### config.mk
export PLATFORM = sky130hd
export DESIGN_NAME = tcm_regs
export DESIGN_NICKNAME = d
export VERILOG_FILES = /design/src/rtl/tcm_pkg.sv /design/src/rtl/tcm_edge_det.sv /design/src/rtl/tcm_regs.sv
export SDC_FILE = /design/constraint.sdc
export NUM_CORES = 1
export LEC_CHECK = 0
export BUFFER_PORTS_ARGS = -buffer_cell sky130_fd_sc_hd__buf_2
export CAP_MARGIN = 20
export CORE_ASPECT_RATIO = 0.7
export CORE_MARGIN = 2
export CORE_UTILIZATION = 60
export DETAILED_ROUTE_END_ITERATION = 6
export GPL_TIMING_DRIVEN = 0
export HOLD_SLACK_MARGIN = 0.1
export PLACE_DENSITY = 0.82
export SLEW_MARGIN = 15
export SYNTH_ARGS = -nofsm -noshare
export SYNTH_HDL_FRONTEND = slang
export SYNTH_HIERARCHICAL = 1
export SYNTH_SLANG_ARGS = --single-unit
### constraint.sdc
create_clock -name core_clk -period 5.4 [get_ports core_clk]
set_input_delay 0.27 -clock core_clk [delete_from_list [all_inputs] [get_ports core_clk]]
set_output_delay 0.27 -clock core_clk [all_outputs]
set_load 0.05 [all_outputs]
### src/rtl/tcm_pkg.sv
// Package for the timer capture/match register block.
// Assumes a single 40 MHz core clock and a plain register port.
package tcm_pkg;

  // ****************************************
  // Register offsets (byte addresses)
  // ****************************************
  localparam logic [31:0] TCM_BASE_ADDR = 32'h40014000;
  localparam logic [31:0] TCM_CMP0_ADDR = 32'h40014018;
  localparam logic [31:0] TCM_CMP1_ADDR = 32'h4001401C;
  localparam logic [31:0] TCM_CMP2_ADDR = 32'h40014020;
  localparam logic [31:0] TCM_CMP3_ADDR = 32'h40014024;
  localparam logic [31:0] TCM_CEC_ADDR = 32'h40014028;
  localparam logic [31:0] TCM_CAP0_ADDR = 32'h4001402C;
  localparam logic [31:0] TCM_CAP1_ADDR = 32'h40014030;
  localparam logic [31:0] TCM_IRQ_STAT_ADDR = 32'h40014040;
  localparam logic [31:0] TCM_IRQ_MASK_ADDR = 32'h40014044;

  // ****************************************
  // Capture control fields
  // ****************************************
  localparam int TCM_CEC_IN0_RISE = 0;
  localparam int TCM_CEC_IN0_FALL = 1;
  localparam int TCM_CEC_IN0_IRQ = 2;
  localparam int TCM_CEC_IN1_RISE = 3;
  localparam int TCM_CEC_IN1_FALL = 4;
  localparam int TCM_CEC_IN1_IRQ = 5;
  localparam int TCM_CEC_W = 6;

  // Status/mask layout: bits 3:0 match events, bits 5:4 capture events
  localparam int TCM_ST_MATCH0 = 0;
  localparam int TCM_ST_CAP0 = 4;
  localparam int TCM_ST_W = 6;

  // ****************************************
  // Reset values
  // ****************************************
  localparam logic [31:0] TCM_CMP_RST = 32'h00000000;
  localparam logic [31:0] TCM_CAP_RST = 32'h00000000;
  localparam logic [5:0] TCM_CEC_RST = 6'h00;
  localparam logic [5:0] TCM_IRQ_RST = 6'h00;

  // ****************************************
  // Carriers
  // ****************************************
  typedef struct packed {
    logic [31:0] addr;
    logic [31:0] wdata;
    logic wr;
    logic rd;
  } tcm_bus_req_t;

  typedef struct packed {
    logic [1:0] sync1;
    logic [1:0] sync2;
    logic [1:0] prev;
  } tcm_edge_state_t;

endpackage

### src/rtl/tcm_edge_det.sv
// Capture pin synchroniser and edge finder for two inputs.
// Assumes pins are asynchronous to core_clk in the worst case.
`timescale 1ns/1ps
`default_nettype none
module tcm_edge_det
  import tcm_pkg::*;
(
  // Clock and reset
  input wire logic core_clk,
  input wire logic sys_rst,
  // Pins
  input wire logic [1:0] pin_in,
  // Edge pulses
  output logic [1:0] rise_pls,
  output logic [1:0] fall_pls
);

  tcm_edge_state_t st_ff;
  tcm_edge_state_t nxt_st;

  always_comb begin
    nxt_st = st_ff;
    nxt_st.sync1 = pin_in;
    nxt_st.sync2 = st_ff.sync1;
    nxt_st.prev = st_ff.sync2;
  end

  always_ff @(posedge core_clk) begin
    if (sys_rst) begin
      st_ff <= '0;
    end else begin
      st_ff <= nxt_st;
    end
  end

  // Only sync2 and prev are compared; sync1 feeds sync2 alone
  assign rise_pls = st_ff.sync2 & ~st_ff.prev;
  assign fall_pls = ~st_ff.sync2 & st_ff.prev;

endmodule
`default_nettype wire

### src/rtl/tcm_regs.sv
// Capture control, capture and compare registers of one timer.
// Assumes timer_count comes from the counter in the same clock domain.
`timescale 1ns/1ps
`default_nettype none

module tcm_regs
  import tcm_pkg::*;
(
  // Clock and reset
  input wire logic core_clk,
  input wire logic sys_rst,
  // Register port
  input wire logic [31:0] reg_addr,
  input wire logic [31:0] reg_wdata,
  input wire logic reg_wr,
  input wire logic reg_rd,
  output logic [31:0] reg_rdata,
  // Timer
  input wire logic [31:0] timer_count,
  output logic [3:0] match_hit,
  // Capture pins
  input wire logic capture_input_0,
  input wire logic capture_input_1,
  // Interrupt
  output logic irq
);

  // ****************************************
  // State
  // ****************************************
  typedef struct packed {
    logic [3:0][31:0] compare_value;
    logic [1:0][31:0] captured_value;
    logic [5:0] cec;
    logic [5:0] irq_stat;
    logic [5:0] irq_mask;
    logic [3:0] match_q;
    logic [31:0] rdata;
  } tcm_regs_state_t;

  tcm_regs_state_t st_ff;
  tcm_regs_state_t nxt_st;
  tcm_bus_req_t req;
  logic [1:0] rise_pls;
  logic [1:0] fall_pls;
  logic [1:0] cap_evt;
  logic [1:0] cap_irq_en;
  logic [3:0] match_now;
  logic [3:0] match_evt;
  logic [5:0] set_bits;

  assign req = '{addr: reg_addr, wdata: reg_wdata, wr: reg_wr, rd: reg_rd};

  tcm_edge_det u_edge (
    .core_clk(core_clk),
    .sys_rst(sys_rst),
    .pin_in({capture_input_1, capture_input_0}),
    .rise_pls(rise_pls),
    .fall_pls(fall_pls)
  );

  // ****************************************
  // Capture events
  // ****************************************
  always_comb begin
    // Either enabled edge counts; both set means every transition
    cap_evt[0] = (rise_pls[0] & st_ff.cec[TCM_CEC_IN0_RISE])
               | (fall_pls[0] & st_ff.cec[TCM_CEC_IN0_FALL]);
    cap_evt[1] = (rise_pls[1] & st_ff.cec[TCM_CEC_IN1_RISE])
               | (fall_pls[1] & st_ff.cec[TCM_CEC_IN1_FALL]);
    cap_irq_en[0] = st_ff.cec[TCM_CEC_IN0_IRQ];
    cap_irq_en[1] = st_ff.cec[TCM_CEC_IN1_IRQ];
  end

  // ****************************************
  // Match compare
  // ****************************************
  genvar gi;
  generate
    for (gi = 0; gi < 4; gi++) begin : g_match
      assign match_now[gi] = (st_ff.compare_value[gi] == timer_count);
    end
  endgenerate

  // Event on entry to equality so a held count raises one event
  assign match_evt = match_now & ~st_ff.match_q;
  assign match_hit = match_now;

  assign set_bits = {cap_evt & cap_irq_en, match_evt};

  // ****************************************
  // Next state
  // ****************************************
  always_comb begin
    nxt_st = st_ff;
    nxt_st.match_q = match_now;
    nxt_st.rdata = 32'h00000000;
    if (req.wr) begin
      unique case (req.addr)
        TCM_CMP0_ADDR: nxt_st.compare_value[0] = req.wdata;
        TCM_CMP1_ADDR: nxt_st.compare_value[1] = req.wdata;
        TCM_CMP2_ADDR: nxt_st.compare_value[2] = req.wdata;
        TCM_CMP3_ADDR: nxt_st.compare_value[3] = req.wdata;
        TCM_CEC_ADDR: nxt_st.cec = req.wdata[5:0];
        TCM_IRQ_STAT_ADDR: nxt_st.irq_stat = st_ff.irq_stat & ~req.wdata[5:0];
        TCM_IRQ_MASK_ADDR: nxt_st.irq_mask = req.wdata[5:0];
        default: begin
        end
      endcase
    end
    // Set after clear so a coincident event is kept
    nxt_st.irq_stat = nxt_st.irq_stat | set_bits;
    if (cap_evt[0]) begin
      nxt_st.captured_value[0] = timer_count;
    end
    if (cap_evt[1]) begin
      nxt_st.captured_value[1] = timer_count;
    end
    if (req.rd) begin
      unique case (req.addr)
        TCM_CMP0_ADDR: nxt_st.rdata = st_ff.compare_value[0];
        TCM_CMP1_ADDR: nxt_st.rdata = st_ff.compare_value[1];
        TCM_CMP2_ADDR: nxt_st.rdata = st_ff.compare_value[2];
        TCM_CMP3_ADDR: nxt_st.rdata = st_ff.compare_value[3];
        // Reserved bits are free to read as anything; zero is simplest
        TCM_CEC_ADDR: nxt_st.rdata = {26'h0000000, st_ff.cec};
        TCM_CAP0_ADDR: nxt_st.rdata = st_ff.captured_value[0];
        TCM_CAP1_ADDR: nxt_st.rdata = st_ff.captured_value[1];
        TCM_IRQ_STAT_ADDR: nxt_st.rdata = {26'h0000000, st_ff.irq_stat};
        TCM_IRQ_MASK_ADDR: nxt_st.rdata = {26'h0000000, st_ff.irq_mask};
        default: nxt_st.rdata = 32'h00000000;
      endcase
    end
  end

  always_ff @(posedge core_clk) begin
    if (sys_rst) begin
      st_ff.compare_value <= {4{TCM_CMP_RST}};
      st_ff.captured_value <= {2{TCM_CAP_RST}};
      st_ff.cec <= TCM_CEC_RST;
      st_ff.irq_stat <= TCM_IRQ_RST;
      st_ff.irq_mask <= TCM_IRQ_RST;
      st_ff.match_q <= 4'h0;
      st_ff.rdata <= 32'h00000000;
    end else begin
      st_ff <= nxt_st;
    end
  end

  assign reg_rdata = st_ff.rdata;
  assign irq = |(st_ff.irq_stat & st_ff.irq_mask);

endmodule
`default_nettype wire

==> impl_metrics.toml <==
[cells_and_area]
multiInputGateArea_um2 = 6040
num_antenna_cells = 0
stdcell_count = 1744
flow.area_growth_from_synthesis_pct = 16.6
area.sequential_um2 = 5040
final_layout_net_count = 1564
fill_cells = 1475
final_layout_size_suffix_gt1_share_pct = 17.0
core_util_final_pct = 72.2

[sta]
slew_headroom_pct = 28.2
min_cycle_time_layout_ps = 3340
timing.final.hold_violations = 0
report.final.setup_viol = 0
maxSlewViolCount = 0
setup_tns_ps = 0
fin_crit_sh_pct = 61.8
fin_skew_ps = 28.9
fmaxAchievable_ghz = 0.300
worstMarginPinSlew_ps = 1070
timing.final.ws_setup_ps = 2060
setup_repair_after_global_routing_missed_its_margin = "false"

[power]
vdd_ir_drop_max_mv = 0.255
p_leak_nw = 5.54
pwr_cell_area_nw_per_um2 = 278

[global_routing]
grt_start_max_net_pins = 15
grt_pass1_wl_um = 60600
grt_util_all_layers_pct = 39.0
antenna_found_initial = 0
vias_in_the_first_global_route = 10100
global_route.overflow_total = 0

[synthesis]
netlist_top_cells_area = "sky130_fd_sc_hd__dfxtp_1, sky130_fd_sc_hd__mux2i_1, sky130_fd_sc_hd__xnor2_1"
top_cells_by_instance_count_after_synthesis = "sky130_fd_sc_hd__dfxtp_1, sky130_fd_sc_hd__nor2_1, sky130_fd_sc_hd__mux2i_1"
asyncSetResetFlopFracSynth_pct = 0
post_syn_nets = 1403
number_of_warning_messages_in_the_yosys_log = 6
synth.distinct_cells = 41
synth_area_per_cell_um2 = 9.11
synth_flop_cell = "sky130_fd_sc_hd__dfxtp_1"
post-synth-top-count-cell = "sky130_fd_sc_hd__dfxtp_1"
synth.top_cell.area_share_pct = 42.6
synth_area_leader_cell = "sky130_fd_sc_hd__dfxtp_1"
ys_ff_latch = 252
synth_edf_count = 0
synth-seq-area-share_pct = 42.6
synth_instances = 1301
synth_area_um2 = 11800

[floorplanning]
core_area_um2 = 19100
die_outline_width_um = 172
die_footprint_um2 = 20900
pin_count = 139
chipHeight_um = 122
floorplan.rows = 42
starting_density_of_the_core_pct = 61.9

[clock_network]
cts_sinks = 252
cts_htree_levels = 1
tritoncts_clock_tree = "done"
cts_made_buffers = 24
postCtsResizedCells = 0
ctsRootBufferMaster = "sky130_fd_sc_hd__clkbuf_16"
worst_skew_pair.late_latency_ps = 550
cts.path.max_buffers = 3
postCtsSetupRepairBufs = 0
cts.reportedPaths.clkPinSlew_ps = 70

[flow_run]
maxCapViolations = 0

[drt]
detail_route.vias_per_cell = 6.25
wl_met3_um = 5910
vias = 10900
route.detailed.drc = 0
dr.first_iter.drc_count = 1899
ant_nets = 0
met1Wirelength_um = 16600
wl_per_cell_um = 23.5
detail_route.wirelength_um = 41100
detailroute.wirelength.met2_um = 17000
dr.pass1.iters = 6
maxUsedRoutingLayer = "met4"

[worst_setup_path]
cp_max_fo = 3
worst-endpoint-required_ps = 5130
setup.worst_path.class = "register to primary output"
crit_path_end_kind = "primary output"
critical_path.startpoint_type = "register"
cp.arrival_ps = 3070

[worst_hold_path]
timing.hold.worst.class = "input port to register"

[place]
io_buffers = 104
place.detailed.instances = 1669
place_ws_ps = 2180
place_congestion = 1.01
dp_hpwl_um = 29300

[status]
outcome = "completed"
## layer usage
| layer | up-vias | GRT usage [%] |
|---|---|---|
| li1 | 4789 | - |
| met1 | 5189 | 55.1 |
| met2 | 779 | 57.4 |
| met3 | 137 | 10.8 |
| met4 | 0 | 13.4 |
| met5 | - | 0 |
## critical path: stages (launching register included)
cell and delay [ps]:
sky130_fd_sc_hd__dfxtp_1 330, sky130_fd_sc_hd__xnor2_1 710, sky130_fd_sc_hd__nand4_1 430, sky130_fd_sc_hd__nor4_1 450
sky130_fd_sc_hd__and2_1 250, sky130_fd_sc_hd__buf_4 130, sky130_fd_sc_hd__buf_2 250
## where the power goes
part / switching (W) / internal (W)
combinational: 0.000163 / 0.0000861
sequential: 0.000000702 / 0.00186
clock: 0.000753 / 0.000978
## worst paths after layout
check / start / end / slack [ps] / cells after the start
min: timer_count[7] / st_ff[61] / 110 / 3
min reg2reg: st_ff[81] / st_ff[81] / 450 / 2
max: st_ff[177] / match_hit[1] / 2060 / 6
max reg2reg: st_ff[177] / st_ff[43] / 2970 / 5
## final cells by class
class | count | share of cell area, %
Multi-Input combinational cell | 894 | 43.7
Sequential cell | 252 | 36.5
Timing Repair Buffer | 135 | 6.01
Buffer | 148 | 5.39
Clock buffer | 36 | 5.25
Tap cell | 264 | 2.39
Clock inverter | 8 | 0.552
Inverter | 7 | 0.190
## timing repair
item | 4_1_cts | 5_1_grt
setup endpoints to repair | 0 | 0
endpoints found under the hold margin | 108 | 0
hold buffers | 31 | 0
## state kept, by name, summed over array words and instances (netlist names)
| name | flops |
|---|---|
| st_ff | 212 |
| u_edge/nxt_st | 4 |
| reg_rdata | 32 |
| cap_irq_en | 2 |
| u_edge/st_ff | 2 |
## through the flow
| step | cell area [um^2] | hold WS (ps) | total power, W |
|---|---|---|---|
| 6_report | 13800 | 107 | 0.00384 |
| 5_1_grt | 13800 | 115 | 0.00391 |
| 4_1_cts | 13800 | 100 | 0.00382 |
| 3_5_place_dp | 12700 | 432 | 0.00212 |
| 3_3_place_gp | 12700 | 424 | 0.00212 |
| 2_1_floorplan | 11800 | 342 | 0.00201 |
## cell usage in the layout, fill, tap and decap left out, drive strengths merged, types with 8 or more instances in the layout
cell,instances
a31oi,8
nand4,34
buf,171
mux2,32
nor4,16
nor2,142
a21oi,95
nand3,30
nor2b,15
a22oi,45
nand2,134
dlygate4sd3,31
a222oi,24
clkbuf,117
xnor2,128
dfxtp,252
mux2i,140
and4,8
and2,8
## cell families (layout without fill, tap and decap cells)
family	Yosys count	after routing	synth area share [%]
AND/OR/NAND/NOR	412	412	16.7
multiplexers	172	172	14.9
XOR/XNOR	128	128	9.46
AO/OA/AOI/OAI	182	182	9.85
flip-flops	252	252	42.6
buffers and inverters	155	334	6.50
(Power assumes the default switching activity.)
